--- src/rtl/psc_cfg.svh ---
// Constants of the positioning start command block
// How it works
// - Start number 1..600 picks positioning data, 7000..7004 picks a block start.
// - Codes 9001..9004 launch machine origin return, fast return, value change, multi-axis.
// - Result word gets zero on success, nonzero error code on failure.
// - Axis field of the command picks axis one to four.
// - Done bit rises at end of the finishing scan, falls at the next one.
// - Error bit stays low on success, pulses with done bit on failure.
// - Command start never raises axis start inputs; start-complete pulse is brief.
// - Stop during motion ends the command and pulses done for one scan.
// - Command runs only while module ready; otherwise request is ignored.
// - Multi-axis start completes when the named axis finishes.
// - Launch may trail a dedicated start by 0 to 0.88 ms.
// - Start number out of range ends with error 1862H.
// - Axis beyond the fitted axis count ends with error 1865H.
// - Completion pair: done bit, plus error bit when completion failed.
`ifndef PSC_CFG_SVH
`define PSC_CFG_SVH

`define PSC_IDX_SYSTEM     6'h00
`define PSC_IDX_RESULT     6'h01
`define PSC_IDX_SELECTOR   6'h02
`define PSC_IDX_CONTROL    6'h04
`define PSC_IDX_STATUS     6'h05
`define PSC_IDX_IRQ_STAT   6'h06
`define PSC_IDX_IRQ_MASK   6'h07

`define PSC_CTRL_GO        0
`define PSC_CTRL_AXIS_LSB  4
`define PSC_SEL_RESET      16'h0000
`define PSC_RESULT_RESET   16'h0000
`define PSC_RESULT_OK      16'h0000
`define PSC_ERR_NUMBER     16'h1862
`define PSC_ERR_AXIS       16'h1865

`define PSC_DATA_LO        16'd1
`define PSC_DATA_HI        16'd600
`define PSC_BLOCK_LO       16'd7000
`define PSC_BLOCK_HI       16'd7004
`define PSC_CODE_MOR       16'd9001
`define PSC_CODE_FOR       16'd9002
`define PSC_CODE_PVC       16'd9003
`define PSC_CODE_MULTI     16'd9004

`define PSC_AXES           4
`define PSC_CLK_PERIOD_NS  50
`define PSC_LAUNCH_DELAY_NS 880000
`define PSC_LAUNCH_CYCLES  (`PSC_LAUNCH_DELAY_NS / `PSC_CLK_PERIOD_NS)

`endif

--- src/rtl/psc_pkg.sv ---
// Types of the positioning start command block
package psc_pkg;

  typedef enum logic [2:0] {
    psc_kind_data,
    psc_kind_block,
    psc_kind_mor,
    psc_kind_fast,
    psc_kind_pvc,
    psc_kind_multi,
    psc_kind_bad
  } psc_kind_type;

  typedef enum logic [2:0] {
    psc_idle,
    psc_wait_tick,
    psc_run,
    psc_report,
    psc_show
  } psc_state_type;

  typedef struct packed {
    logic [2:0] shift;
    logic       level;
    logic       rise;
  } psc_sync_type;

endpackage

--- src/rtl/psc_top.sv ---
// Positioning start command interpreter with APB registers
//
// The implementer's own choice: the APB interface to the registers.
`timescale 1ns/1ps
`include "psc_cfg.svh"
module psc_top #(
  parameter int AXES          = `PSC_AXES,
  parameter int LAUNCH_CYCLES = `PSC_LAUNCH_CYCLES
) (
  // Clock and reset
  input  wire logic        clk,
  input  wire logic        reset_n,
  // APB slave
  input  wire logic        psel,
  input  wire logic        penable,
  input  wire logic        pwrite,
  input  wire logic [7:0]  paddr,
  input  wire logic [31:0] pwdata,
  output logic [31:0]      prdata,
  output logic             pready,
  output logic             pslverr,
  // Host pins
  input  wire logic        controller_ready_output,
  input  wire logic        scan_end,
  output logic             completion_done,
  output logic             completion_error,
  // Motion core, same clock
  input  wire logic        module_ready_flag,
  input  wire logic [3:0]  motion_done,
  input  wire logic [3:0]  stop_request,
  output logic             launch_valid,
  output logic [1:0]       launch_axis,
  output psc_pkg::psc_kind_type launch_kind,
  output logic [15:0]      launch_number,
  output logic [3:0]       axis_start_input,
  output logic [3:0]       axis_start_complete_flag,
  output logic [3:0]       axis_busy_flag,
  // Interrupt
  output logic             irq
);

  typedef struct packed {
    // Command
    psc_pkg::psc_state_type state;
    psc_pkg::psc_kind_type  kind;
    logic [1:0]  axis;
    logic [15:0] selector;
    logic [15:0] result;
    logic        failed;
    // Launch divider
    logic [14:0] tick_cnt;
    logic        tick;
    // APB answer
    logic [31:0] prdata;
    logic        pready;
    logic        pslverr;
    // Completion and motion outputs
    logic        done;
    logic        error;
    logic        launch_valid;
    logic [3:0]  start_complete;
    logic [3:0]  busy;
    // Interrupt
    logic [1:0]  irq_stat;
    logic [1:0]  irq_mask;
    logic        irq;
  } psc_top_type;

  psc_top_type r;
  psc_top_type next_r;

  // Synchronised host levels; both pins are asynchronous to clk
  logic ready_level;
  logic scan_rise;

  psc_sync u_ready_sync (
    .clk     (clk),
    .reset_n (reset_n),
    .pin     (controller_ready_output),
    .level   (ready_level),
    .rise    ()
  );

  psc_sync u_scan_sync (
    .clk     (clk),
    .reset_n (reset_n),
    .pin     (scan_end),
    .level   (),
    .rise    (scan_rise)
  );

  // Sorts a start number into the kind of motion it asks for
  function automatic psc_pkg::psc_kind_type classify(input logic [15:0] num);
    if (num >= `PSC_DATA_LO && num <= `PSC_DATA_HI) begin
      classify = psc_pkg::psc_kind_data;
    end else if (num >= `PSC_BLOCK_LO && num <= `PSC_BLOCK_HI) begin
      classify = psc_pkg::psc_kind_block;
    end else if (num == `PSC_CODE_MOR) begin
      classify = psc_pkg::psc_kind_mor;
    end else if (num == `PSC_CODE_FOR) begin
      classify = psc_pkg::psc_kind_fast;
    end else if (num == `PSC_CODE_PVC) begin
      classify = psc_pkg::psc_kind_pvc;
    end else if (num == `PSC_CODE_MULTI) begin
      classify = psc_pkg::psc_kind_multi;
    end else begin
      classify = psc_pkg::psc_kind_bad;
    end
  endfunction

  // One divider period bounds the launch delay
  localparam logic [14:0] TICK_LAST = 15'(LAUNCH_CYCLES - 1);

  // Bus decode
  logic        acc;
  logic        wr;
  logic        rd;
  logic [5:0]  idx;
  // Command request and completion events
  logic        go;
  logic        accept;
  logic [1:0]  go_axis;
  logic [1:0]  ev;
  logic [31:0] rdata;
  logic        hit;

  always_comb begin
    next_r = r;
    idx     = paddr[7:2];
    acc     = psel & penable & r.pready;
    wr      = acc & pwrite;
    rd      = acc & ~pwrite;
    go      = 1'b0;
    go_axis = pwdata[`PSC_CTRL_AXIS_LSB +: 2];
    ev      = 2'b00;
    rdata   = 32'h0000_0000;
    hit     = 1'b1;

    // One wait state: pready rises in the second access cycle
    next_r.pready  = psel & penable & ~r.pready;
    next_r.pslverr = 1'b0;
    next_r.launch_valid   = 1'b0;
    next_r.start_complete = 4'h0;

    // Read word of the addressed register
    unique case (idx)
      `PSC_IDX_SYSTEM:   rdata = 32'h0000_0000;
      `PSC_IDX_RESULT:   rdata = {16'h0000, r.result};
      `PSC_IDX_SELECTOR: rdata = {16'h0000, r.selector};
      `PSC_IDX_CONTROL:  rdata = {26'h000_0000, r.axis, 4'h0};
      `PSC_IDX_STATUS: begin
        rdata = {20'h0_0000,
                 r.busy,
                 1'b0,
                 r.state,
                 r.error,
                 r.done,
                 module_ready_flag,
                 ready_level};
      end
      `PSC_IDX_IRQ_STAT: rdata = {30'h0000_0000, r.irq_stat};
      `PSC_IDX_IRQ_MASK: rdata = {30'h0000_0000, r.irq_mask};
      default: begin
        hit = 1'b0;
      end
    endcase

    if (psel & penable & ~r.pready) begin
      // A write answers with zero so no stale register word shows on the bus
      if (pwrite) begin
        next_r.prdata = 32'h0000_0000;
      end else begin
        next_r.prdata = rdata;
      end
      next_r.pslverr = ~hit;
    end

    // Writes land at the edge where the master samples pready high
    if (wr) begin
      unique case (idx)
        `PSC_IDX_SELECTOR: next_r.selector = pwdata[15:0];
        `PSC_IDX_CONTROL:  go = pwdata[`PSC_CTRL_GO];
        `PSC_IDX_IRQ_MASK: next_r.irq_mask = pwdata[1:0];
        default: begin
        end
      endcase
    end

    // Both ready levels are needed; a refused request leaves no trace
    accept = go & module_ready_flag & ready_level;

    // Free-running divider: a launch waits for the next tick, hence 0 to one period late
    if (r.tick_cnt == TICK_LAST) begin
      next_r.tick_cnt = 15'h0000;
      next_r.tick     = 1'b1;
    end else begin
      next_r.tick_cnt = r.tick_cnt + 15'h0001;
      next_r.tick     = 1'b0;
    end

    // Command sequencer
    unique case (r.state)
      psc_pkg::psc_idle: begin
        // Requests without both ready levels are dropped silently
        if (accept) begin
          next_r.axis = go_axis;
          next_r.kind = classify(r.selector);
          // The axis check wins over the number check
          if (32'(go_axis) >= AXES) begin
            next_r.result = `PSC_ERR_AXIS;
            next_r.failed = 1'b1;
            next_r.state  = psc_pkg::psc_report;
          end else if (classify(r.selector) == psc_pkg::psc_kind_bad) begin
            next_r.result = `PSC_ERR_NUMBER;
            next_r.failed = 1'b1;
            next_r.state  = psc_pkg::psc_report;
          end else begin
            next_r.failed = 1'b0;
            next_r.state  = psc_pkg::psc_wait_tick;
          end
        end
      end
      psc_pkg::psc_wait_tick: begin
        if (stop_request[r.axis]) begin
          // Stopped before the launch tick: nothing moved, the command still completes
          next_r.result = `PSC_RESULT_OK;
          next_r.state  = psc_pkg::psc_report;
        end else if (r.tick) begin
          // Launch goes to the motion core, never through the axis start inputs
          next_r.launch_valid             = 1'b1;
          next_r.start_complete[r.axis]   = 1'b1;
          next_r.busy[r.axis]             = 1'b1;
          next_r.state                    = psc_pkg::psc_run;
        end
      end
      psc_pkg::psc_run: begin
        // Finish and stop may be pulses; only this state looks at finish, stop is also seen in psc_wait_tick
        // Multi-axis start ends on the named axis only
        if (motion_done[r.axis] || stop_request[r.axis]) begin
          next_r.busy[r.axis] = 1'b0;
          next_r.result       = `PSC_RESULT_OK;
          next_r.state        = psc_pkg::psc_report;
        end
      end
      psc_pkg::psc_report: begin
        // Errors skip the launch and wait here for the scan end
        if (scan_rise) begin
          next_r.done  = 1'b1;
          next_r.error = r.failed;
          ev           = {r.failed, 1'b1};
          next_r.state = psc_pkg::psc_show;
        end
      end
      psc_pkg::psc_show: begin
        // Done and error fall together at the next scan end
        if (scan_rise) begin
          next_r.done  = 1'b0;
          next_r.error = 1'b0;
          next_r.state = psc_pkg::psc_idle;
        end
      end
      default: begin
        next_r.state = psc_pkg::psc_idle;
      end
    endcase

    // Read clears, but an event in the same cycle survives
    if (rd && idx == `PSC_IDX_IRQ_STAT) begin
      next_r.irq_stat = ev;
    end else begin
      next_r.irq_stat = r.irq_stat | ev;
    end
    next_r.irq      = |(next_r.irq_stat & r.irq_mask);
  end

  // Reset leaves the command idle with a zero result
  always_ff @(posedge clk or negedge reset_n) begin
    if (!reset_n) begin
      r          <= '0;
      r.state    <= psc_pkg::psc_idle;
      r.kind     <= psc_pkg::psc_kind_data;
      r.selector <= `PSC_SEL_RESET;
      r.result   <= `PSC_RESULT_RESET;
    end else begin
      r <= next_r;
    end
  end

  // Every output but the start inputs is a register field; the start inputs stay tied low
  assign prdata                   = r.prdata;
  assign pready                   = r.pready;
  assign pslverr                  = r.pslverr;
  assign completion_done          = r.done;
  assign completion_error         = r.error;
  assign launch_valid             = r.launch_valid;
  assign launch_axis              = r.axis;
  assign launch_kind              = r.kind;
  assign launch_number            = r.selector;
  assign axis_start_input         = 4'h0;
  assign axis_start_complete_flag = r.start_complete;
  assign axis_busy_flag           = r.busy;
  assign irq                      = r.irq;

endmodule // psc_top

--- src/rtl/psc_sync.sv ---
// Three-stage pin synchroniser with agreement filter and rise pulse
`timescale 1ns/1ps
module psc_sync (
  // Clock and reset
  input  wire logic clk,
  input  wire logic reset_n,
  // Pin and filtered result
  input  wire logic pin,
  output logic      level,
  output logic      rise
);
  psc_pkg::psc_sync_type r;
  psc_pkg::psc_sync_type next_r;

  always_comb begin
    next_r       = r;
    next_r.shift = {r.shift[1:0], pin};
    next_r.rise  = 1'b0;
    // First stage feeds only the second; the filter looks at stages two and three
    if (r.shift[1] == r.shift[2]) begin
      next_r.level = r.shift[2];
      next_r.rise  = r.shift[2] & ~r.level;
    end
  end

  always_ff @(posedge clk or negedge reset_n) begin
    if (!reset_n) begin
      r <= '0;
    end else begin
      r <= next_r;
    end
  end

  assign level = r.level;
  assign rise  = r.rise;
endmodule // psc_sync

--- config.mk ---
export PLATFORM = sky130hd
export DESIGN_NAME = psc_top
export DESIGN_NICKNAME = d
export VERILOG_FILES = /design/src/rtl/psc_pkg.sv /design/src/rtl/psc_top.sv /design/src/rtl/psc_sync.sv
export VERILOG_INCLUDE_DIRS = /design/src /design/src/rtl
export SDC_FILE = /design/constraint.sdc
export NUM_CORES = 1
export LEC_CHECK = 0
export BUFFER_PORTS_ARGS = -buffer_cell sky130_fd_sc_hd__buf_4
export CORE_MARGIN = 3
export CORE_UTILIZATION = 58
export CTS_BUF_LIST = sky130_fd_sc_hd__clkbuf_4 sky130_fd_sc_hd__clkbuf_8
export DETAILED_ROUTE_END_ITERATION = 7
export GPL_ROUTABILITY_DRIVEN = 0
export PLACE_DENSITY = 0.94
export SYNTH_ARGS = -nofsm -noshare
export SYNTH_HDL_FRONTEND = slang
export SYNTH_SLANG_ARGS = --single-unit
--- constraint.sdc ---
create_clock -name clk -period 4 [get_ports clk]
set_input_delay 0.2 -clock clk [delete_from_list [all_inputs] [get_ports clk]]
set_output_delay 0.2 -clock clk [all_outputs]
set_load 0.02 [all_outputs]
# Word level (Yosys, flattened, before mapping)
# Cells that the tools add are included.
[totals] regBits=116 input_bits=56
[classes] n_lt_le_gt_ge=6 n_mux=47 reduce_logical=19 bitwise_logic=17 n_addsub=1 n_eq_ne=27
[ops] op="$pmux W16 S6" count=1
[ops] op="$eq A16 B14 Y1 const B" count=4
[ops] op="$mux W16" count=4
[ops] op="$pmux W16 S3" count=1
[ops] op="$mux W3" count=11
[ops] op="$mux W32" count=1
[ops] op="$eq A6 B3 Y1 const B" count=4
[ops] op="$mux W9" count=2
[ops] op="$mux W17" count=1
[ops] op="$ge A16 B1 Y1 const B" count=1
[ops] op="$ge A16 B13 Y1 const B" count=1
[ops] op="$le A16 B10 Y1 const B" count=1
[ops] op="$le A16 B13 Y1 const B" count=1
[ops] op="$mux W2" count=8
[ops] op="$add A15 B1 Y15 const B" count=1
[ops] op="$eq A15 B15 Y1 const B" count=1
[ops] op="$pmux W3 S5" count=1
[ops] op="$ne A2 B2 Y1 const B" count=6
[ops] op="$reduce_and A5 Y1" count=2
[ops] op="$mux W1" count=9
[ops] op="$and A1 B1 Y1" count=8
[ops] op="$mux W8" count=1
[ops] op="$pmux W4 S2" count=1
[ops] op="$reduce_or A7 Y1" count=1
[ops] op="other kinds (31)" count=45

# Logic depth before layout (Yosys ltp)
[logic_depth] word_depth=13 ltp_mapped=7

# Cells and area by module
# From an unflattened synthesis, not the netlist that was laid out.
[unflattened] cells_unflattened=425 area_unflattened_um2=4390.5
[by_module_without_submodules] module="psc_top" seq_area_each_um2=1901.8 area_each_um2=4097.7 cells_each=411 instances=1
[by_module_without_submodules] module="psc_sync" seq_area_each_um2=125.1 area_each_um2=146.4 cells_each=7 instances=2

# Least setup slack after synthesis
# Ideal clock, no wire load.
[synth_timing] path_kind="register -> register" from="register r (netlist bit launch_axis[0])" to="register r (netlist bit axis_busy_flag[1])" stages_incl_launch_ff=8 arrival_ps=2115 setup_time_ps=125 t_required_ps=3875 slack_ps=1760 cell_sequence="dfrtp_1 -> clkbuf_1 -> mux4_2 -> a2111oi_0 -> a21oi_1 -> nand2_1 -> nor2_1 -> mux2_2"
[synth_between] elab_chain_len=8 word_cells_on_any_way=20 cone_classes="order compare (2); eq/ne (2); mux (10); bitwise (3); reduce/logical (3)"
[synth_rtl] element="start, declared" line_no="psc_top.sv:69" text="psc_top_type r;"
[synth_rtl] element="start signal, assigned" line_no="psc_top.sv:285" text="r <= next_r;"
[synth_rtl] element="$lt A2 B3 Y1 (implied by the code) / $ge A2 B1 Y1 (equally long branches)" line_no="psc_top.sv:232, psc_top.sv:240"
[synth_rtl] element="$logic_and A1 B1 Y1 (implied by the code)" line_no="psc_top.sv:232, psc_top.sv:240"
[synth_rtl] element="$mux W1 (implied by the code)" line_no="psc_top.sv:232, psc_top.sv:240"
[synth_rtl] element="$demux W1 S2" line_no="psc_top.sv:232, psc_top.sv:240"
[synth_rtl] element="$or A4 B4 Y4 (no source line) / $not A4 Y4 (equally long branches)"
[synth_rtl] element="$mux W9 / $and A4 B4 Y4 (equally long branches)"
[synth_rtl] element="$mux W9 / $mux W4 (equally long branches)" line_no="psc_top.sv:224, psc_top.sv:239"
[synth_rtl] element="$pmux W4 S2" line_no="psc_top.sv:202" text="unique case (r.state)"
# Parallel ways exist; a longest one is shown, timed or not. The select of a mux whose other input is x is not followed.
# A chain may end at the register's enable or synchronous reset.

# Worst setup path in the final report
# Ends and elaborated chain as after synthesis.

==> metrics.md <==
| Metric | Value |
|---|---|
| Outcome | complete, but fails checks |
| Failing checks | negative hold slack |
| IO Count | 127 |
| Max-cap violations | 0 |
| Port bufs | 88 |
| Register bit total from synthesis | 85 |
| Final number of max-transition violations | 0 |
| Tcrit/Tclk final | 63.4% |
| Count leader, synth | dfrtp_1 |
| Static Leakage | 2.36 nW |
| Initial Utilization | 61.8% |
| DP Wirelength | 6.80 mm |
| Worst Tran Pin Value | 1.23 ns |
| Final setup TNS | 0 ns |
| Vias per cell | 5.74 |
| Worst-path cell chain | mux4_2, a2111oi_0, a21oi_1, nand2_1, nor2_1, mux2_2 |
| Max incr delay on CP | 0.60 ns |
| Initial antenna violation count | 0 |
| Total wire length | 9.41 mm |
| GR met1 Demand/Resource | 27.9% |
| Met2 usage | 37.3% |
| First-pass GRT wire length | 15.4 mm |
| DP Area | 4640 um^2 |
| Arr. time, crit path | 2.78 ns |
| Critical path class | register to register |
| Longest Clk Path Bufs | 2 |
| Met3 Usage GRT | 6.99% |
| Worst hold slack | -0.0000214 ns |
| Post CTS Setup Buffer Count | 0 |
| Pin count of the biggest net entering global routing | 86 |
| Core Util, Final | 69.2% |
| Layout cell share with drive strength beyond 1 | 28.8% |
| ANT nets after route | 0 |
| Yosys Warn Count | 0 |
| Startpoint Class | register |
| EDFF count, synth | 0 |
| Vias post-DR | 3259 |
| Num rows | 30 |
| PwrDens | 372 nW/um^2 |
| CTS clk-pin slew, worst paths | 0.08 ns |
| Area grow syn2layout | 12.1% |
| Yosys cell types | 51 |
| Hold crit path type | primary input to async pin |
| Cells after Synth | 428 |
| VDD IR max | 0.000172 V |
| Grt total ovfl | 0 |
| First-pass detailed-route iteration total | 5 |
| Syn_area_per_cell | 10.1 um^2 |
| Routed length per instance | 16.6 um |
| Area contributors post-synth | dfrtp_1 49%, buf_4 11%, mux2_2 6.2%, nand2_1 3.9%, o21ai_0 3.2% |
| Max H-tree Level | 3 |
| Max-slew headroom | 16.9% |
| Clock sinks | 85 |
| Core area | 7020 um^2 |
| Die W | 92.5 um |
| Final Setup Violations | 0 |
| Final min period | 2.54 ns |
| # fillers | 504 |
| Crit path required time | 4.25 ns |
| Root Buffer | clkbuf_8 |
| Final Skew | 0.0127 ns |
| Worst-path fanout max | 11 |
| Gr busiest metal | met2 |
| Count of final hold-check violations | 1 |
| Cell area after synthesis | 4340 um^2 |
| Commonest register cell after synthesis | dfrtp_1 |
| Seq/Total Area, Yosys | 49.1% |
| Most frequent cells after synthesis | 85 x dfrtp_1, 65 x buf_4, 45 x nand2_1, 28 x o21ai_0, 24 x mux2_2 |
| CTS tree | yes |
| Worst-Skew Late Latency | 0.36 ns |
| CP Capture Type | register |
| Cell accounting for the most synthesized area | dfrtp_1 |
| RSZ-0062 raised after global routing | false |
| Share of Yosys cell area claimed by the top area cell type | 49.1% |
| Initial DRC count | 353 |
| Max frequency | 394 MHz |
| Final instance area | 4860 um^2 |
| Total GRT Usage | 23.0% |
| Die Y | 92.5 um |
| Inserted Diodes | 0 |
| Async SR Flop Fraction | 100% |
| Vias in the first global route | 3179 |
| Fin nets | 525 |
| Die area | 8550 um^2 |
| Crit-path slowest cell | mux4_2 |
| DRC | 0 |
| Power, Total | 1.81 mW |
| CTS Buf Count | 9 |
## routing by layer
layer	up-vias	share of wire, %
met5	-	0
met4	0	2.3
met3	23	8.9
met2	159	49
met1	1586	40
li1	1491	-
## power by group
part	switching, mW	total (mW)	internal (mW)
Combinational	0.148	0.260	0.112
Clock	0.294	0.611	0.317
Sequential	0.0517	0.937	0.886
Total	0.494	1.81	1.31
## state kept, by name, summed over array words and instances, names as in the netlist, 2 cells and up
register,flops
axis_start_complete_flag,4
launch_kind,3
axis_busy_flag,4
u_ready_sync.next_r,2
prdata,16
u_scan_sync.next_r,2
launch_axis,2
r,25
launch_number,16
## final timing paths
kind	start	to	slack, ns	depth (start not counted)
max in group asynchronous	reset_n	r[106]	3.30	1
worst min-delay path	reset_n	axis_busy_flag[3]	-0.00002	1
worst max-delay path	launch_axis[0]	axis_busy_flag[1]	1.46	6
worst min register to register	u_ready_sync.next_r[3]	u_ready_sync.next_r[4]	0.35	0
min in group clk	pwdata[3]	launch_number[3]	0.07	2
worst max register to register	launch_axis[0]	axis_busy_flag[1]	1.46	6
## logic make-up (layout without fill, tap and decap cells)
kind of cell | Yosys count | in the layout | synth area share (%)
XOR/XNOR | 16 | 16 | 3.23
AND/OR/NAND/NOR | 148 | 148 | 17.3
AO/OA/AOI/OAI | 62 | 62 | 9.06
other | 1 | 20 | 0.0865
adder cells (fa/ha/maj) | 3 | 3 | 0.750
flip-flops | 85 | 85 | 49.1
multiplexers | 27 | 27 | 7.22
buffers and inverters | 86 | 111 | 13.3
## metrics by stage
| step | setup slack [ns] | std cells |
|---|---|---|
| after detailed placement | 1.49 | 551 |
| after floorplan | 1.76 | 447 |
| after CTS | 1.47 | 568 |
| after global routing | 1.23 | 568 |
| final | 1.46 | 568 |
| after global placement | 1.62 | 551 |
## final cells by class
| type | instances | area [um^2] | area share, % |
|---|---|---|---|
| clock buffers | 11 | 151 | 3.12 |
| multi-input cells | 276 | 1700 | 35.0 |
| flip-flops and latches | 85 | 2130 | 43.8 |
| clock inverters | 4 | 47.5 | 0.978 |
| well taps | 96 | 120 | 2.47 |
| inverters | 4 | 15.0 | 0.309 |
| repair buffers | 92 | 696 | 14.3 |
## timing repair
action	4_1_cts	5_1_grt
hold buffers	2	0
hold endpoints to repair	2	0
resized for setup	0	0
## layout by cell type (no fill, tap or decap), drive strengths merged, types with 20 or more instances in the layout
cell,instances
conb,20
dfrtp,85
buf,90
o21ai,29
nor2,23
nand3,20
mux2,24
nand2,45
## critical path, delay by kind of cell, from the launching register on
kind	cells	cell delay (ns)
AOI/OAI and AO/OA	2	0.77
DFF	1	0.59
and+or+nand+nor	2	0.20
muxes	2	0.86
Note: power is estimated with default switching activity, not from simulation.
